[config.mk]
export PLATFORM = sky130hd
export DESIGN_NAME = power_down_module_standby_ctrl
export DESIGN_NICKNAME = d
export VERILOG_FILES = /design/src/hw/pwr_down_pkg.sv /design/src/hw/power_down_module_standby_ctrl.sv
export SDC_FILE = /design/constraint.sdc
export NUM_CORES = 1
export LEC_CHECK = 0
export BUFFER_PORTS_ARGS = -buffer_cell sky130_fd_sc_hd__buf_2
export CELL_PAD_IN_SITES_DETAIL_PLACEMENT = 2
export CELL_PAD_IN_SITES_GLOBAL_PLACEMENT = 2
export CORE_ASPECT_RATIO = 0.8
export CORE_MARGIN = 4
export CORE_UTILIZATION = 32
export CTS_BUF_LIST = sky130_fd_sc_hd__clkbuf_4
export CTS_CLUSTER_DIAMETER = 50
export DETAILED_ROUTE_END_ITERATION = 8
export HOLD_SLACK_MARGIN = 0.03
export PLACE_DENSITY = 0.78
export SYNTH_ARGS = -nofsm -noshare
export SYNTH_HDL_FRONTEND = slang
export SYNTH_SLANG_ARGS = --single-unit
[constraint.sdc]
create_clock -name I_REF_CLK -period 2.3 [get_ports I_REF_CLK]
set_input_delay 0.115 -clock I_REF_CLK [delete_from_list [all_inputs] [get_ports I_REF_CLK]]
set_output_delay 0.115 -clock I_REF_CLK [all_outputs]
set_load 0.05 [all_outputs]
[src/hw/pwr_down_pkg.sv]
// Power-down control package: register map, field positions, reset values,
// settling waits and the power state encoding.
// Assumes a 20-bit register address and an 8-bit register data path.
package pwr_down_pkg;

  // Register addresses, lower 20 bits of the full address
  localparam logic [19:0] ADDR_SYSTEM_CONTROL = 20'hee012;
  localparam logic [19:0] ADDR_MODULE_STBY_HI = 20'hee01c;
  localparam logic [19:0] ADDR_MODULE_STBY_LO = 20'hee01d;

  // Reset values
  localparam logic [7:0] RST_SYSTEM_CONTROL = 8'h09;
  localparam logic [7:0] RST_MODULE_STBY_HI = 8'h78;
  localparam logic [7:0] RST_MODULE_STBY_LO = 8'h00;

  // Fixed ones in the high module standby register
  localparam logic [7:0] HI_FIXED_ONES = 8'h78;
  localparam logic [7:0] HI_STORED_MASK = 8'h87;

  // system_control fields
  localparam int SC_STANDBY_SELECT = 7;
  localparam int SC_SETTLE_MSB = 6;
  localparam int SC_SETTLE_LSB = 4;
  localparam int SC_RAM_ENABLE = 3;
  localparam int SC_OUTPUT_KEEP = 1;

  // module_standby_high fields
  localparam int HI_CLOCK_OUT_STOP = 7;
  localparam int HI_SERIAL2 = 2;
  localparam int HI_SERIAL1 = 1;
  localparam int HI_SERIAL0 = 0;

  // module_standby_low fields
  localparam int LO_DMA = 7;
  localparam int LO_DRAM_IF = 5;
  localparam int LO_TIMER16 = 4;
  localparam int LO_TIMER8_CH01 = 3;
  localparam int LO_TIMER8_CH23 = 2;
  localparam int LO_ADC = 0;

  // Settling wait codes
  localparam logic [2:0] SETTLE_CODE_ILLEGAL = 3'h7;
  localparam int SETTLE_CNT_W = 19;

  typedef enum logic [2:0] {
    ST_RUN      = 3'b000,
    ST_SLEEP    = 3'b001,
    ST_SW_STBY  = 3'b010,
    ST_SETTLE   = 3'b011,
    ST_HW_STBY  = 3'b100
  } pwr_state_t;

  // One bit per gated peripheral
  typedef struct packed {
    logic serial0;
    logic serial1;
    logic serial2;
    logic dma;
    logic dram_if;
    logic timer16;
    logic timer8_ch01;
    logic timer8_ch23;
    logic adc;
  } module_gate_t;

endpackage : pwr_down_pkg
[src/hw/power_down_module_standby_ctrl.sv]
// Power-down controller: sleep / software standby / hardware standby sequencing,
// settling wait, bus pin state in standby, clock output gate and module standby.
// Assumes a single 10 MHz clock (one state per clock) and a CPU register port
// with read data returned one cycle after the read strobe.
//
// Operation
// - Module standby bit at 1 resets that peripheral; software clears it, then reprograms.
// - Standby select bit 7: 0 sleep instruction enters sleep, 1 software standby.
// - Standby select stays 1 after interrupt exit; only a write of 0 or hardware standby clears it.
// - Settle field bits 6..4 picks 8192..262144 or 1024 states; 111 illegal.
// - Settling wait only on interrupt exit; CPU and peripherals held meanwhile.
// - Output keep bit 1: 0 bus floats in standby, 1 holds address, strobes high.
// - High module standby loads 0x78 on reset and hardware standby, kept otherwise.
// - Low module standby loads 0x00 on reset and hardware standby, kept otherwise.
// - High register bit 7 at 1 disables the system clock output.
// - High register bits 6..3 ignore writes and read as 1.
// - High register bits 2..0 put serial channels 2..0 in standby.
// - Low register bit 7 puts the DMA controller in standby.
// - Low register bit 5 halts DRAM interface, bit 4 the 16-bit timer.
// - Low register bit 3 halts 8-bit timer channels 0/1, bit 2 channels 2/3.
// - Low register bit 0 puts the A/D converter in standby.
// - Low register bits 6 and 1 are plain read/write storage.
// - Software standby entry initialises refresh counter and refresh status bits 7..6.
// - Decode matches the 20-bit register addresses.
// - Sleep halts the CPU only; DMA, DRAM and running peripherals continue.
// - Interrupt in software standby restarts oscillator, waits, then starts exception.
//
// Chosen here: the strobed register port.
`timescale 1ns/1ps

module power_down_module_standby_ctrl
  import pwr_down_pkg::*;
#(
  parameter int unsigned WAIT_CODE0 = 8192,    // Settling states, code 000
  parameter int unsigned WAIT_CODE1 = 16384,   // Settling states, code 001
  parameter int unsigned WAIT_CODE2 = 32768,   // Settling states, code 010
  parameter int unsigned WAIT_CODE3 = 65536,   // Settling states, code 011
  parameter int unsigned WAIT_CODE4 = 131072,  // Settling states, code 100
  parameter int unsigned WAIT_CODE5 = 262144,  // Settling states, code 101
  parameter int unsigned WAIT_CODE6 = 1024     // Settling states, code 110
) (
  input  wire logic         I_REF_CLK,         // System clock, 10 MHz
  input  wire logic         I_RESET,           // Asynchronous reset, active high
  input  wire logic [19:0]  I_ADDR,            // Register address, lower 20 bits
  input  wire logic [7:0]   I_WDATA,           // Register write data
  input  wire logic         I_WR,              // Write strobe
  input  wire logic         I_RD,              // Read strobe
  output logic      [7:0]   O_RDATA,           // Read data, cycle after strobe
  input  wire logic         I_SLEEP_EXEC,      // Sleep instruction executed, pulse
  input  wire logic         I_WAKE_IRQ,        // Accepted interrupt, ends sleep
  input  wire logic         I_EXT_IRQ,         // External interrupt, ends software standby
  input  wire logic         I_HW_STANDBY,      // Standby pin asserted, level
  output logic              O_CPU_HALT,        // CPU halted, registers kept
  output logic              O_OSC_STOP,        // Oscillator stopped
  output logic              O_CHIP_CLK_HOLD,   // Clocks withheld from CPU and peripherals
  output logic              O_IRQ_EXC_START,   // Start interrupt exception handling, pulse
  output logic              O_REFRESH_INIT,    // Initialise refresh counter and status, pulse
  output logic              O_BUS_FLOAT,       // Address bus and strobes high impedance
  output logic              O_BUS_HOLD,        // Address held, strobes driven high
  output logic              O_CLK_OUT_EN,      // System clock output pin enabled
  output logic              O_RAM_ENABLE,      // On-chip RAM enable
  output module_gate_t      O_MODULE_STOP,     // Per-module clock halt
  output module_gate_t      O_MODULE_INIT      // Per-module register initialise
);

  pwr_state_t                state_ff;
  pwr_state_t                nxt_state;
  logic [7:0]                sysctl_ff;
  logic [7:0]                mst_hi_ff;
  logic [7:0]                mst_lo_ff;
  logic [SETTLE_CNT_W-1:0]   settle_cnt_ff;
  logic [7:0]                nxt_rdata;
  logic                      wr_sysctl;
  logic                      wr_mst_hi;
  logic                      wr_mst_lo;
  logic                      enter_sw_stby;
  logic                      settle_done;
  logic                      stby_select;
  logic                      output_keep;
  module_gate_t              gate_bits;

  // Settling wait length for a code; the illegal code takes the code 101 wait
  function automatic logic [SETTLE_CNT_W-1:0] settle_cycles(input logic [2:0] code);
    unique case (code)
      3'h0: settle_cycles = SETTLE_CNT_W'(WAIT_CODE0);
      3'h1: settle_cycles = SETTLE_CNT_W'(WAIT_CODE1);
      3'h2: settle_cycles = SETTLE_CNT_W'(WAIT_CODE2);
      3'h3: settle_cycles = SETTLE_CNT_W'(WAIT_CODE3);
      3'h4: settle_cycles = SETTLE_CNT_W'(WAIT_CODE4);
      3'h5: settle_cycles = SETTLE_CNT_W'(WAIT_CODE5);
      3'h6: settle_cycles = SETTLE_CNT_W'(WAIT_CODE6);
      default: settle_cycles = SETTLE_CNT_W'(WAIT_CODE5);
    endcase
  endfunction : settle_cycles

  // Address match on the full 20-bit value
  function automatic logic addr_hit(input logic [19:0] addr, input logic [19:0] reg_addr);
    addr_hit = (addr == reg_addr);
  endfunction : addr_hit

  assign wr_sysctl = I_WR && addr_hit(I_ADDR, ADDR_SYSTEM_CONTROL);
  assign wr_mst_hi = I_WR && addr_hit(I_ADDR, ADDR_MODULE_STBY_HI);
  assign wr_mst_lo = I_WR && addr_hit(I_ADDR, ADDR_MODULE_STBY_LO);

  assign stby_select = sysctl_ff[SC_STANDBY_SELECT];
  assign output_keep = sysctl_ff[SC_OUTPUT_KEEP];
  assign enter_sw_stby = (state_ff == ST_RUN) && I_SLEEP_EXEC && stby_select && !I_HW_STANDBY;
  assign settle_done = (state_ff == ST_SETTLE) && (settle_cnt_ff == SETTLE_CNT_W'(1));

  // Register file; hardware standby reloads initial values
  always_ff @(posedge I_REF_CLK or posedge I_RESET) begin
    if (I_RESET) begin
      sysctl_ff <= RST_SYSTEM_CONTROL;
    end else if (I_HW_STANDBY) begin
      sysctl_ff <= RST_SYSTEM_CONTROL;
    end else if (wr_sysctl) begin
      sysctl_ff <= I_WDATA;
    end
  end

  always_ff @(posedge I_REF_CLK or posedge I_RESET) begin
    if (I_RESET) begin
      mst_hi_ff <= RST_MODULE_STBY_HI;
    end else if (I_HW_STANDBY) begin
      mst_hi_ff <= RST_MODULE_STBY_HI;
    end else if (wr_mst_hi) begin
      mst_hi_ff <= (I_WDATA & HI_STORED_MASK) | HI_FIXED_ONES;
    end
  end

  always_ff @(posedge I_REF_CLK or posedge I_RESET) begin
    if (I_RESET) begin
      mst_lo_ff <= RST_MODULE_STBY_LO;
    end else if (I_HW_STANDBY) begin
      mst_lo_ff <= RST_MODULE_STBY_LO;
    end else if (wr_mst_lo) begin
      mst_lo_ff <= I_WDATA;
    end
  end

  // Read data, unmapped addresses read zero
  always_comb begin
    nxt_rdata = 8'h00;
    if (addr_hit(I_ADDR, ADDR_SYSTEM_CONTROL)) begin
      nxt_rdata = sysctl_ff;
    end else if (addr_hit(I_ADDR, ADDR_MODULE_STBY_HI)) begin
      nxt_rdata = mst_hi_ff | HI_FIXED_ONES;
    end else if (addr_hit(I_ADDR, ADDR_MODULE_STBY_LO)) begin
      nxt_rdata = mst_lo_ff;
    end
  end

  always_ff @(posedge I_REF_CLK or posedge I_RESET) begin
    if (I_RESET) begin
      O_RDATA <= 8'h00;
    end else if (I_RD) begin
      O_RDATA <= nxt_rdata;
    end else begin
      O_RDATA <= 8'h00;
    end
  end

  // Power state sequencing
  always_comb begin
    nxt_state = state_ff;
    if (I_HW_STANDBY) begin
      nxt_state = ST_HW_STBY;
    end else begin
      unique case (state_ff)
        ST_RUN: begin
          if (I_SLEEP_EXEC) begin
            nxt_state = stby_select ? ST_SW_STBY : ST_SLEEP;
          end
        end
        ST_SLEEP: begin
          if (I_WAKE_IRQ) begin
            nxt_state = ST_RUN;
          end
        end
        ST_SW_STBY: begin
          if (I_EXT_IRQ) begin
            nxt_state = ST_SETTLE;
          end
        end
        ST_SETTLE: begin
          if (settle_done) begin
            nxt_state = ST_RUN;
          end
        end
        ST_HW_STBY: begin
          nxt_state = ST_RUN;
        end
        default: begin
          nxt_state = ST_RUN;
        end
      endcase
    end
  end

  always_ff @(posedge I_REF_CLK or posedge I_RESET) begin
    if (I_RESET) begin
      state_ff <= ST_RUN;
    end else begin
      state_ff <= nxt_state;
    end
  end

  // Settling counter, loaded as the oscillator restarts
  always_ff @(posedge I_REF_CLK or posedge I_RESET) begin
    if (I_RESET) begin
      settle_cnt_ff <= '0;
    end else if (state_ff == ST_SW_STBY && I_EXT_IRQ && !I_HW_STANDBY) begin
      settle_cnt_ff <= settle_cycles(sysctl_ff[SC_SETTLE_MSB:SC_SETTLE_LSB]);
    end else if (state_ff == ST_SETTLE && settle_cnt_ff != '0) begin
      settle_cnt_ff <= settle_cnt_ff - SETTLE_CNT_W'(1);
    end
  end

  // Module standby bit map
  always_comb begin
    gate_bits             = '0;
    gate_bits.serial0     = mst_hi_ff[HI_SERIAL0];
    gate_bits.serial1     = mst_hi_ff[HI_SERIAL1];
    gate_bits.serial2     = mst_hi_ff[HI_SERIAL2];
    gate_bits.dma         = mst_lo_ff[LO_DMA];
    gate_bits.dram_if     = mst_lo_ff[LO_DRAM_IF];
    gate_bits.timer16     = mst_lo_ff[LO_TIMER16];
    gate_bits.timer8_ch01 = mst_lo_ff[LO_TIMER8_CH01];
    gate_bits.timer8_ch23 = mst_lo_ff[LO_TIMER8_CH23];
    gate_bits.adc         = mst_lo_ff[LO_ADC];
  end

  // Chip-level outputs, one cycle behind the state
  always_ff @(posedge I_REF_CLK or posedge I_RESET) begin
    if (I_RESET) begin
      O_CPU_HALT      <= 1'b0;
      O_OSC_STOP      <= 1'b0;
      O_CHIP_CLK_HOLD <= 1'b0;
    end else begin
      O_CPU_HALT      <= (state_ff != ST_RUN);
      O_OSC_STOP      <= (state_ff == ST_SW_STBY) || (state_ff == ST_HW_STBY);
      O_CHIP_CLK_HOLD <= (state_ff == ST_SW_STBY) || (state_ff == ST_SETTLE)
                         || (state_ff == ST_HW_STBY);
    end
  end

  always_ff @(posedge I_REF_CLK or posedge I_RESET) begin
    if (I_RESET) begin
      O_IRQ_EXC_START <= 1'b0;
      O_REFRESH_INIT  <= 1'b0;
    end else begin
      O_IRQ_EXC_START <= (settle_done && !I_HW_STANDBY)
                         || (state_ff == ST_SLEEP && I_WAKE_IRQ && !I_HW_STANDBY);
      O_REFRESH_INIT  <= enter_sw_stby;
    end
  end

  // Bus pins in standby
  always_ff @(posedge I_REF_CLK or posedge I_RESET) begin
    if (I_RESET) begin
      O_BUS_FLOAT <= 1'b0;
      O_BUS_HOLD  <= 1'b0;
    end else begin
      O_BUS_FLOAT <= (state_ff == ST_HW_STBY)
                     || ((state_ff == ST_SW_STBY || state_ff == ST_SETTLE) && !output_keep);
      O_BUS_HOLD  <= (state_ff == ST_SW_STBY || state_ff == ST_SETTLE) && output_keep;
    end
  end

  always_ff @(posedge I_REF_CLK or posedge I_RESET) begin
    if (I_RESET) begin
      O_CLK_OUT_EN <= 1'b1;
      O_RAM_ENABLE <= 1'b1;
    end else begin
      O_CLK_OUT_EN <= !mst_hi_ff[HI_CLOCK_OUT_STOP];
      O_RAM_ENABLE <= sysctl_ff[SC_RAM_ENABLE];
    end
  end

  // Module gating: standby bit halts and resets; software standby halts and resets
  // all but the DRAM interface, which is only held
  always_ff @(posedge I_REF_CLK or posedge I_RESET) begin
    if (I_RESET) begin
      O_MODULE_STOP <= '0;
      O_MODULE_INIT <= '0;
    end else begin
      O_MODULE_STOP <= gate_bits | {$bits(module_gate_t){state_ff != ST_RUN && state_ff != ST_SLEEP}};
      O_MODULE_INIT <= gate_bits
                       | ({$bits(module_gate_t){state_ff != ST_RUN && state_ff != ST_SLEEP}}
                          & ~module_gate_t'({4'h0, 1'b1, 4'h0}));
    end
  end

  // Helper: cycles spent in the settling state
  logic [SETTLE_CNT_W-1:0] settle_len_ff;
  logic [SETTLE_CNT_W-1:0] settle_want_ff;
  always_ff @(posedge I_REF_CLK or posedge I_RESET) begin
    if (I_RESET) begin
      settle_len_ff  <= '0;
      settle_want_ff <= '0;
    end else if (state_ff == ST_SW_STBY) begin
      settle_len_ff  <= '0;
      settle_want_ff <= settle_cycles(sysctl_ff[SC_SETTLE_MSB:SC_SETTLE_LSB]);
    end else if (state_ff == ST_SETTLE) begin
      settle_len_ff  <= settle_len_ff + SETTLE_CNT_W'(1);
    end
  end
endmodule : power_down_module_standby_ctrl

# --- Word-level counts from Yosys, hierarchy flattened ---
# Index checks and enable logic that the tools add are counted.
word_totals:
  ff_bits: 81
  word_cells: 107
classes:
  n_addsub: 1
  eq_ne: 18
  n_mux: 20
  bitwise_logic: 2
  reduce_logical: 33
ops:
  columns: ["op", "count"]
  rows:
  - ["19-bit case mux with 6 select lines", 1]
  - ["8-bit two-way mux", 10]
  - ["20-bit equality test (second input constant)", 3]
  - ["19-bit two-way mux", 2]
  - ["19-bit by 1-bit equality test with 1-bit output (second input constant)", 1]
  - ["19-bit nonzero test", 1]
  - ["19-bit by 1-bit subtractor with 19-bit output (second input constant)", 1]
  - ["9-bit bitwise OR", 2]
  - ["1-bit logical AND", 16]
  - ["3-bit two-way mux", 5]
  - ["3-bit by 2-bit equality test with 1-bit output (second input constant)", 4]
  - ["3-bit != test (second input constant)", 4]
  - ["3-bit case mux with 4 select lines", 1]
  - ["3-bit equality test (second input constant)", 3]
  - ["2-bit nonzero test", 4]
  - ["3-bit by 1-bit equality test with 1-bit output (second input constant)", 2]
  - ["3-bit zero test", 2]
  - ["1-bit logical OR", 5]
  - ["4-bit AND reduction", 1]
  - ["1-bit zero test", 3]
  - ["3-bit by 1-bit != test with 1-bit output (second input constant)", 1]
  - ["3-bit nonzero test", 1]
  - ["2-bit two-way mux", 1]

# --- Longest topological paths before layout ---
# Gate-level depths: netlist of run 1.
depth:
  ltp_word: 5
  mapped_depth: 8
  depth_no_buf: 7

# --- Worst setup path before layout of run 1 ---
# No wires, ideal clock.
synth_timing:
  kind: "reg2reg"
  startpoint: "reg settle_cnt_ff[0]"
  endpoint: "reg settle_cnt_ff[14]"
  setup_ps: 70
  arrival_time_ps: 2143
  required_time_ps: 2230
  path_slack_ps: 87
  stages_incl_launch_ff: 9
  path_buffers: 1
  synth_period_minus_slack_ps: 2213
  path_cell_list: "dfrtp_1 > inv_1 > ha_1 > or3b_1 > clkbuf_1 > nor4b_2 > nand2_1 > or4b_1 > nand3_1"
synth_via:
  elab_chain_len: 3
  word_cells_on_any_way: 6
synth_lines:
  columns: ["item", "line", "source"]
  rows:
  - ["start: declaration", "power_down_module_standby_ctrl.sv:71", "logic [SETTLE_CNT_W-1:0] settle_cnt_ff;"]
  - ["start signal: assignment", "power_down_module_standby_ctrl.sv:213", "settle_cnt_ff <= settle_cycles(sysctl_ff[SC_SETTLE_MSB:SC_SETTLE_LSB]);"]
  - ["start signal: assignment", "power_down_module_standby_ctrl.sv:215", "settle_cnt_ff <= settle_cnt_ff - SETTLE_CNT_W'(1);"]
  - ["19-bit by 1-bit subtractor with 19-bit output / 19-bit nonzero test (equally long branches)", "power_down_module_standby_ctrl.sv:215, power_down_module_standby_ctrl.sv:214", null]
  - ["19-bit two-way mux / 1-bit logical AND (equally long branches)", "power_down_module_standby_ctrl.sv:214", "end else if (state_ff == ST_SETTLE && settle_cnt_ff != '0) begin"]
  - ["19-bit two-way mux / 2-bit nonzero test (equally long branches)", null, null]
# Several ways; a longest one is shown, not always the timed one. The select of a mux whose other input is x is not followed.
# A chain may end at the register's enable or synchronous reset.

# --- Final worst setup path of run 1 ---
# Same ends and word-level chain as after synthesis.

==> results of run 1 <==
==> cells in the mapped netlist (all sizes together) (5+ instances only) <==
cell type,n
xor2,6
nor4,5
clkbuf,21
nor2,30
mux2i,13
or4,10
nor2b,5
buf,11
nand2,21
o31ai,5
o21ai,17
inv,9
nor3,6
a21oi,18
or3,14
dfrtp,65
nand3,12
==> power groups by stage <==
stage	sequential (mW)	combinational (mW)	clock, mW
after floorplan	1.31	0.0993	0
after global placement	1.26	0.224	0
after detailed placement	1.26	0.228	0
after CTS	1.24	0.245	1.19
after global routing	1.24	0.262	1.27
final	1.24	0.243	1.18
==> routing by layer <==
metal  routed length (um)  track usage, %  share of wire (%)  vias to the layer above
met2                 6060            33.6                 51                       75
met3                  526            5.01                4.4                       12
li1                     -               -                  -                     1381
met1                 5230            24.9                 44                     1592
met5                    0               0                  0                        -
met4                  126            3.53                1.1                        0
==> logic make-up (layout without fill, tap and decap cells) <==
group                      Yosys count  in the layout
AOI/OAI and AO/OA                   65             65
xor gates and xnor gates             9              9
adders and majority gates            2              2
DFF                                 69             69
muxes                               16             16
buffers and inverters               41            143
other                                0              1
and+or+nand+nor                    132            132
==> flip-flops by register name, indices dropped and copies added (netlist names) <==
name / flops
sysctl_ff: 8
O_RDATA: 8
O_MODULE_INIT: 9
O_BUS_HOLD: 1
mst_hi_ff: 4
O_CLK_OUT_EN: 1
O_RAM_ENABLE: 1
O_OSC_STOP: 1
state_ff: 3
settle_cnt_ff: 19
O_CHIP_CLK_HOLD: 1
O_MODULE_STOP: 1
O_REFRESH_INIT: 1
O_BUS_FLOAT: 1
O_IRQ_EXC_START: 1
mst_lo_ff: 8
O_CPU_HALT: 1
==> tightest hold or removal path, cell delays in order <==
cell,delay [ns]
sky130_fd_sc_hd__buf_2,0.10
sky130_fd_sc_hd__nand2_1,0.13
sky130_fd_sc_hd__a31oi_1,0.10
sky130_fd_sc_hd__o21a_1,0.10
==> metrics by stage <==
stage               utilization (%)  worst slack, ns  instance area (sq um)  std cells  hold slack, ns
finish                         43.5           0.0145                   4470        577           0.122
detailed placement             38.1          -0.0342                   3910        533           0.238
global placement               38.1           0.0634                   3910        533           0.221
global route                   43.5          -0.0562                   4470        577           0.122
CTS                            42.0          0.00636                   4310        567           0.103
floorplan                         -           0.0870                   3370        334           0.236
==> final timing paths <==
| check | start | slack (ns) | endpoint | cells past startpoint |
|---|---|---|---|---|
| worst max-delay path | settle_cnt_ff[0]$_DFFE_PP0P_ | 0.01 | settle_cnt_ff[14]$_DFFE_PP0P_ | 7 |
| worst min-delay path | I_EXT_IRQ | 0.12 | state_ff[0]$_DFFE_PP0P_ | 4 |
| worst max register to register | settle_cnt_ff[0]$_DFFE_PP0P_ | 0.01 | settle_cnt_ff[14]$_DFFE_PP0P_ | 7 |
| worst min register to register | sysctl_ff[3]$_DFFE_PP1P_ | 0.41 | O_RAM_ENABLE$_DFF_PP1_ | 0 |
| max in group asynchronous | I_RESET | 1.64 | O_CLK_OUT_EN$_DFF_PP1_ | 4 |
| min in group asynchronous | I_RESET | 0.28 | settle_cnt_ff[3]$_DFFE_PP0P_ | 4 |
==> what timing repair did <==
item | in CTS | in global routing
setup buffers | 4 | 9
pin swaps | 2 | 10
endpoints found under the setup margin | 1 | 8
endpoints found under the hold margin | 97 | 0
hold buffers | 14 | 0
gates resized for setup | 4 | 20
==> area by class of cell <==
type	count	area, sq um
well taps	140	175
clock buffers	9	67.6
clock inverters	7	146
multi-input cells	224	1550
fillers	1090	5810
repair buffers	118	762
diodes	1	2.50
flip-flops and latches	69	1730
inverters	9	33.8
==> reports/metrics.yaml, run 1 <==
power:
  clkPwrFrac_pct: 44.3
  internal_power_mw: 1.97
  irDropWorstVdd_mv: 0.263
  overall_power_mw: 2.65
  pwr-share-seq_pct: 46.5
  p_sw_share_pct: 25.7
  comb_power_share_pct: 9.2
  pwr_density_cell_nw_per_um2: 593
  power.leakage_nw: 1.94
  switchingPower_mw: 0.682
placement:
  place_hpwl_mm: 7.42
  io_buffer_count: 70
  finalWeightedCongestion: 0.798
clock_tree:
  root_buffer: "sky130_fd_sc_hd__clkbuf_4"
  ctsHtreeMaxLevel: 3
  clock_sinks: 69
  worstSkewPairLatency_ns: 0.45
  tritoncts.num_buffers: 9
  clk_pin_slew_ns: 0.14
  cts_tree: "built"
  clk_path_buf_depth: 2
floorplanning:
  io-pin-count: 71
  placeable_area_sq_um: 10300
  die_span_y_um: 99.8
  fp.dieArea_sq_um: 12300
  number_of_core_rows: 33
  start_util_pct: 32.8
  die_w_um: 123
yosys:
  synth_top_family_by_area: "simple AND/OR/NAND/NOR gates"
  yosys-top-cells-area: "sky130_fd_sc_hd__dfrtp_1 48%, sky130_fd_sc_hd__mux2i_1 3.9%, sky130_fd_sc_hd__nor2_1 3.3%"
  post_syn_area_sq_um: 3370
  synth-simple-area-share_pct: 22.5
  synth_compound_gate_area_share_pct: 12.4
  synth_async_sr_flop_share_pct: 100
  syn_avg_cell_area_sq_um: 10.1
  netlist_instances: 334
  seq_area_frac_synth_pct: 51.4
  synth-warning-count: 0
  mux_contribution_to_synthesized_area_pct: 4.86
  netlist.area_leader.share_pct: 48.3
  yosys_most_used_dff: "sky130_fd_sc_hd__dfrtp_1"
  synth.lib_cells_used.distinct: 53
  yosys.area.top_type: "sky130_fd_sc_hd__dfrtp_1"
  net_count_synth: 372
  synth_area_in_xor_xnor_pct: 2.34
  post_synth_fa_ha_maj_area_fraction_pct: 0.742
  ys_ff_latch: 69
  synth-edff-count: 0
sta:
  worst_slew_pin_slew_ns: 0.638
  timing.final.setup_violations: 0
  post_route_setup_tns_ns: 0
  post-route-min-period_ns: 2.29
  timing.fmax_mhz: 438
  timing.final.crit_share_pct: 99.4
  hold_viol: 0
  fin_worst_skew_ns: 0.0195
  rsz0062_at_grt: "yes"
  maxSlewViolCount: 0
  slew_headroom_pct: 57.5
finish:
  layout-drive-gt1-share_pct: 35.8
  commonest_non_fill_non_tap_cell_in_the_layout: "sky130_fd_sc_hd__buf_2"
  layout.cells.most_common_list: "70 x sky130_fd_sc_hd__buf_2, 63 x sky130_fd_sc_hd__dfrtp_1, 32 x sky130_fd_sc_hd__buf_4, 29 x sky130_fd_sc_hd__nor2_1, 20 x sky130_fd_sc_hd__nand2_1"
  syn2layout_area_growth_pct: 32.7
  final_net_count: 469
worst_setup_path:
  worst_path_arrival_ns: 2.68
  critical-path-slowest-cell: "sky130_fd_sc_hd__or4b_4"
  critical_path_class: "reg2reg"
  critPathMaxStageDelay_ns: 0.57
  worstPathBufferInverterCount: 1
  endpoint_kind: "flip-flop"
  crit_family: "simple AND/OR/NAND/NOR gates"
  path_max_fanout: 5
  required_ns: 2.69
  cp-start-kind: "flip-flop"
  path_cells: "inv_2 -> ha_4 -> or3b_4 -> nor4b_4 -> nand2_2 -> or4b_4 -> nand3_2"
grt:
  gr-total-overflow: 0
  initial_antenna_violation_count: 1
  first_global_vias: 3345
  wire_length_of_the_first_global_routing_pass_mm: 18.5
  grt_max_degree: 70
  global_route.usage.total_pct: 19.5
run:
  maxCapViolCount: 0
detailed_routing:
  final_antenna_net_count: 0
  wl_per_cell_um: 20.7
  detail_route.iter0.violations: 154
  drc_errors: 0
  detail_route.wirelength_mm: 12.0
  vias_per_cell: 5.30
  vias: 3060
  drt_first_pass_iters: 4
outcome:
  status: "completed"
min_path:
  timing.hold.worst.class: "in2reg"
(Power assumes the default switching activity.)
==> run 2, diff against run 1 <==
--- a/config.mk
+++ b/config.mk
@@ -15,7 +15,7 @@
 export CTS_CLUSTER_DIAMETER = 50
 export DETAILED_ROUTE_END_ITERATION = 8
 export HOLD_SLACK_MARGIN = 0.03
-export PLACE_DENSITY = 0.78
+export PLACE_DENSITY_LB_ADDON = 0.2
 export SYNTH_ARGS = -nofsm -noshare
 export SYNTH_HDL_FRONTEND = slang
 export SYNTH_SLANG_ARGS = --single-unit
==> run 2 against run 1 <==
- hold slack worse by 0.052 ns
- combinational power down 2%
- sequential cell count unchanged
- wire length down 8.8%
- clock skew down 0.0020 ns
- critical path depth down 2
- cell count down 1.7%
- global-route usage down 0.72 points
- highest routed layer unchanged
==> reports/metrics.yaml, run 2 (synthesis gave the netlist of run 1 again) <==
min_path:
  timing.hold.worst.class: "in2reg"
clock_tree:
  cts_tree: "built"
  tritoncts.num_buffers: 9
  clk_pin_slew_ns: 0.13
  clock_sinks: 69
  root_buffer: "sky130_fd_sc_hd__clkbuf_4"
  clk_path_buf_depth: 2
  ctsHtreeMaxLevel: 3
  worstSkewPairLatency_ns: 0.42
finish:
  fillers: 1089
  largest_register_ff_count: 19
  antenna-diode-count: 0
  layout_top_registers: "settle_cnt_ff x19, O_MODULE_INIT x9"
  syn2layout_area_growth_pct: 27.4
  layout.cells.most_common_list: "70 x sky130_fd_sc_hd__buf_2, 62 x sky130_fd_sc_hd__dfrtp_1, 30 x sky130_fd_sc_hd__nor2_1, 22 x sky130_fd_sc_hd__buf_4, 20 x sky130_fd_sc_hd__nand2_1"
  layout-drive-gt1-share_pct: 34.0
  commonest_non_fill_non_tap_cell_in_the_layout: "sky130_fd_sc_hd__buf_2"
  final_net_count: 460
  largest_register: "settle_cnt_ff"
sta:
  timing.final.setup_violations: 0
  whs_ns: 0.0701
  final_critical_path_setup_slack_ns: 0.0448
  maxSlewViolCount: 0
  rsz0062_at_grt: "yes"
  timing.fmax_mhz: 443
  hold_viol: 0
  timing.final.crit_share_pct: 98.1
  worst_slew_pin_slew_ns: 0.626
  post-route-min-period_ns: 2.26
  fin_worst_skew_ns: 0.0175
  slew_headroom_pct: 58.2
placement:
  finalWeightedCongestion: 0.734
  place_hpwl_mm: 7.69
  place_ws_ns: -0.0741
  io_buffer_count: 70
grt:
  grt_max_degree: 52
  global_route.usage.total_pct: 18.8
  initial_antenna_violation_count: 0
  first_global_vias: 3151
  wire_length_of_the_first_global_routing_pass_mm: 17.7
  gr-total-overflow: 0
detailed_routing:
  detail_route.wirelength_mm: 10.9
  vias_per_cell: 5.15
  detail_route.iter0.violations: 151
  final_antenna_net_count: 0
  drt_first_pass_iters: 4
  vias: 2921
  wl_per_cell_um: 19.2
  drc_errors: 0
outcome:
  status: "completed"
power:
  overall_power_mw: 2.18
  irDropWorstVdd_mv: 0.186
  power.leakage_nw: 1.85
  pwr_density_cell_nw_per_um2: 507
worst_setup_path:
  critical_path_class: "reg2reg"
  required_ns: 2.65
  worst_path_arrival_ns: 2.61
  path_max_fanout: 5
  endpoint_kind: "flip-flop"
  cp-start-kind: "flip-flop"
floorplanning:
  start_util_pct: 32.8
  placeable_area_sq_um: 10300
  io-pin-count: 71
  number_of_core_rows: 33
  die_w_um: 123
  fp.dieArea_sq_um: 12300
  die_span_y_um: 99.8
run:
  maxCapViolCount: 0
## run 2: changes by cell type in the layout (fill, tap and decap cells not counted), sizes merged
cell,before,now
buf,104,96
bufinv,4,0
clkinv,2,4
clkinvlp,0,1
diode,1,0
dlygate4sd3,14,13
inv,10,11
## run 2: power by group
part | switching, mW | leakage, nW | internal [mW]
Clock | 0.476 | 0.0620 | 0.226
Sequential | 0.00929 | 0.828 | 1.23
Combinational | 0.164 | 0.957 | 0.0735
## run 2: through the flow
| step | cell area (sq um) | std cells | utilization (%) | setup TNS [ns] |
|---|---|---|---|---|
| global route | 4290 | 567 | 41.8 | -0.0764 |
| CTS | 4190 | 561 | 40.7 | 0 |
| floorplan | 3370 | 334 | - | 0 |
| global placement | 3910 | 532 | 38.0 | 0 |
| finish | 4290 | 567 | 41.8 | 0 |
| detailed placement | 3910 | 532 | 38.0 | -0.0741 |
## run 2: area by class of cell
| class | instances | area (sq um) | share of cell area [%] |
|---|---|---|---|
| clock buffers | 9 | 67.6 | 1.57 |
| multi-input cells | 224 | 1530 | 35.7 |
| inverters | 9 | 33.8 | 0.787 |
| flip-flops and latches | 69 | 1740 | 40.4 |
| well taps | 140 | 175 | 4.08 |
| clock inverters | 7 | 50.0 | 1.17 |
| repair buffers | 109 | 699 | 16.3 |
## run 2: path summary, 6_finish.rpt
path                            slack, ns                             to  cells after the start                          from
worst max register to register       0.04  settle_cnt_ff[11]$_DFFE_PP0P_                      5  settle_cnt_ff[0]$_DFFE_PP0P_
max in group asynchronous            1.35       sysctl_ff[3]$_DFFE_PP1P_                      4                       I_RESET
worst max-delay path                 0.04  settle_cnt_ff[11]$_DFFE_PP0P_                      5  settle_cnt_ff[0]$_DFFE_PP0P_
worst min register to register       0.39         O_RAM_ENABLE$_DFF_PP1_                      0      sysctl_ff[3]$_DFFE_PP1P_
min in group asynchronous            0.24     O_MODULE_STOP[4]$_DFF_PP0_                      3                       I_RESET
worst min-delay path                 0.07       sysctl_ff[6]$_DFFE_PP0P_                      3                          I_WR
## run 2: layer usage
| layer | vias to the layer above | global-route usage (%) | wire length (um) |
|---|---|---|---|
| met3 | 6 | 4.51 | 485 |
| met1 | 1471 | 26.8 | 5180 |
| met4 | 0 | 4.48 | 84 |
| li1 | 1370 | - | - |
| met5 | - | 0 | 0 |
| met2 | 74 | 28.8 | 5150 |
## run 2: what timing repair did
item | 4_1_cts | 5_1_grt
hold buffers | 13 | 0
gates resized for setup | 6 | 20
hold endpoints to repair | 47 | 0
buffers inserted | 0 | 6
endpoints found under the setup margin | 4 | 12
pin swaps | 1 | 9
## run 2: critical path, stage by stage, from the launching register on
cell and delay, ns:
sky130_fd_sc_hd__dfrtp_2 0.46, sky130_fd_sc_hd__or4_4 0.57, sky130_fd_sc_hd__or2_4 0.25, sky130_fd_sc_hd__or3_1 0.33, sky130_fd_sc_hd__or4_4 0.43, sky130_fd_sc_hd__a21oi_2 0.14
==> run 3, diff against run 2 <==
--- a/config.mk
+++ b/config.mk
@@ -6,11 +6,11 @@
 export NUM_CORES = 1
 export LEC_CHECK = 0
 export BUFFER_PORTS_ARGS = -buffer_cell sky130_fd_sc_hd__buf_2
-export CELL_PAD_IN_SITES_DETAIL_PLACEMENT = 2
-export CELL_PAD_IN_SITES_GLOBAL_PLACEMENT = 2
+export CELL_PAD_IN_SITES_DETAIL_PLACEMENT = 0
+export CELL_PAD_IN_SITES_GLOBAL_PLACEMENT = 1
 export CORE_ASPECT_RATIO = 0.8
 export CORE_MARGIN = 4
-export CORE_UTILIZATION = 32
+export CORE_UTILIZATION = 34
 export CTS_BUF_LIST = sky130_fd_sc_hd__clkbuf_4
 export CTS_CLUSTER_DIAMETER = 50
 export DETAILED_ROUTE_END_ITERATION = 8
@@ -19,3 +19,4 @@
 export SYNTH_ARGS = -nofsm -noshare
 export SYNTH_HDL_FRONTEND = slang
 export SYNTH_SLANG_ARGS = --single-unit
+export TNS_END_PERCENT = 20
==> run 3 against run 2 <==
- register-to-register slack barely moved
- cell area decreased by 2.2%
- hold slack better by 0.0092 ns
- global-route usage down 3.3 points
- first-iteration DRC count down 7.9%
==> reports/metrics.yaml, run 3 (synthesis gave the netlist of run 1 again) <==
outcome:
  status: "completed"
grt:
  initial_antenna_violation_count: 0
  gr-total-overflow: 0
  wire_length_of_the_first_global_routing_pass_mm: 14.4
  grt_max_degree: 70
  first_global_vias: 2780
  global_route.usage.total_pct: 15.5
clock_tree:
  clock_sinks: 69
  ctsHtreeMaxLevel: 3
  root_buffer: "sky130_fd_sc_hd__clkbuf_4"
  cts_tree: "built"
  post_cts_setup_repair_buffer_count: 0
  worstSkewPairLatency_ns: 0.40
  clk_pin_slew_ns: 0.12
  tritoncts.num_buffers: 9
  clk_path_buf_depth: 2
worst_setup_path:
  crit-reg2reg-launch: "settle_cnt_ff[0]$_DFFE_PP0P_"
  regToRegEndpoint: "settle_cnt_ff[11]$_DFFE_PP0P_"
  rr_worst_depth: 5
  required_ns: 2.64
  endpoint_kind: "flip-flop"
  path_max_fanout: 5
  cp-start-kind: "flip-flop"
  critPathLaunch: "settle_cnt_ff[0]$_DFFE_PP0P_"
  crit_path_end: "settle_cnt_ff[11]$_DFFE_PP0P_"
  critical_path_cell_count: 5
  critical-path-slowest-cell: "sky130_fd_sc_hd__or4_4"
  ff2ff_setup_slack_ns: 0.05
  critical_path_class: "reg2reg"
  critPathMaxStageDelay_ns: 0.56
  crit_family: "simple AND/OR/NAND/NOR gates"
  worstPathBufferInverterCount: 0
  worst_path_arrival_ns: 2.59
  path_cells: "or4_4 -> or2_1 -> or3_1 -> or4_1 -> a21oi_2"
finish:
  largest_register_ff_count: 19
  postLayoutCellArea_sq_um: 4200
  final_net_count: 453
  layout-drive-gt1-share_pct: 31.7
  sequential_cell_area_sq_um: 1730
  layout.cells.most_common_list: "70 x sky130_fd_sc_hd__buf_2, 64 x sky130_fd_sc_hd__dfrtp_1, 30 x sky130_fd_sc_hd__nor2_1, 20 x sky130_fd_sc_hd__nand2_1, 19 x sky130_fd_sc_hd__buf_4"
  layoutNonFillerInstCount: 556
  layout_top_registers: "settle_cnt_ff x19, O_MODULE_INIT x9"
  combined_area_of_the_multi_input_logic_cells_sq_um: 1490
  syn2layout_area_growth_pct: 24.5
  antenna-diode-count: 0
  largest_register: "settle_cnt_ff"
  utilization_pct: 43.5
  commonest_non_fill_non_tap_cell_in_the_layout: "sky130_fd_sc_hd__buf_2"
  fillers: 967
sta:
  hold_viol: 0
  maxSlewViolCount: 0
  slew_headroom_pct: 60.8
  rsz0062_at_grt: "yes"
  worst_slew_pin_slew_ns: 0.588
  timing.final.crit_share_pct: 97.8
  post_route_setup_tns_ns: 0
  timing.final.setup_violations: 0
  timing.fmax_mhz: 445
  fin_worst_skew_ns: 0.0121
  whs_ns: 0.0793
  post-route-min-period_ns: 2.25
  final_critical_path_setup_slack_ns: 0.0517
floorplanning:
  io-pin-count: 71
  die_w_um: 119
  die_span_y_um: 97.1
  fp.dieArea_sq_um: 11600
  start_util_pct: 34.9
  number_of_core_rows: 32
  placeable_area_sq_um: 9650
power:
  power.leakage_nw: 1.81
  comb_power_share_pct: 10.1
  clkPwrFrac_pct: 35.1
  internal_power_mw: 1.64
  overall_power_mw: 2.26
  irDropWorstVdd_mv: 0.266
  switchingPower_mw: 0.620
  pwr_density_cell_nw_per_um2: 538
  pwr-share-seq_pct: 54.8
  p_sw_share_pct: 27.5
detailed_routing:
  drt_first_pass_iters: 4
  wl_per_cell_um: 15.2
  final_antenna_net_count: 0
  detail_route.iter0.violations: 139
  detail_route.wirelength_mm: 8.45
  vias: 2769
  drc_errors: 0
  vias_per_cell: 4.98
min_path:
  timing.hold.worst.class: "in2reg"
placement:
  place_ws_ns: -0.00840
  dp.cells: 528
  finalWeightedCongestion: 0.802
  placed_cell_area_sq_um: 3900
  io_buffer_count: 70
  place_hpwl_mm: 6.05
run:
  maxCapViolCount: 0
==> run 3: layer usage <==
metal / routed length, um / vias up / track usage [%]
met2: 3540 / 76 / 21.4
met1: 4340 / 1338 / 24.0
met4: 101 / 0 / 4.49
met3: 473 / 9 / 3.55
met5: 0 / - / 0
li1: - / 1346 / -
==> run 3: timing repair <==
| action | CTS | global route |
|---|---|---|
| endpoints found under the hold margin | 93 | 0 |
| setup endpoints to repair | 1 | 8 |
| pin swaps | 0 | 1 |
| hold buffers | 12 | 0 |
| gates resized for setup | 2 | 8 |
==> run 3: final cells by class <==
cell class                 instances  area share, %
clock buffer                       9           1.61
clock inverter                     7           1.79
inverter                           9          0.805
multi-input combinational        224           35.4
sequential                        69           41.3
tap                              136           4.05
timing repair buffer             102           15.1
==> run 3: power groups by stage <==
stage          Sequential [mW]  Clock [mW]  Combinational, mW
2_1_floorplan             1.31           0             0.0993
3_3_place_gp              1.26           0              0.216
3_5_place_dp              1.26           0              0.217
4_1_cts                   1.24       0.834              0.232
5_1_grt                   1.24       0.894              0.247
6_report                  1.24       0.792              0.228
==> run 3: tightest hold or removal path, stage by stage <==
cell and delay, ns:
sky130_fd_sc_hd__buf_2 0.18, sky130_fd_sc_hd__nand3_1 0.10, sky130_fd_sc_hd__a21oi_1 0.06
==> run 3: worst min path at each step <==
stage / slack [ns] / depth (start not counted) / to / start
2_1_floorplan: 0.24 / 2 / O_REFRESH_INIT$_DFF_PP0_ / I_SLEEP_EXEC
3_3_place_gp: 0.22 / 3 / O_IRQ_EXC_START$_DFF_PP0_ / I_RESET
3_5_place_dp: 0.22 / 3 / O_IRQ_EXC_START$_DFF_PP0_ / I_RESET
4_1_cts: 0.04 / 3 / sysctl_ff[2]$_DFFE_PP0P_ / I_WR
5_1_grt: 0.04 / 3 / sysctl_ff[2]$_DFFE_PP0P_ / I_WR
6_report: 0.08 / 3 / sysctl_ff[5]$_DFFE_PP0P_ / I_WR
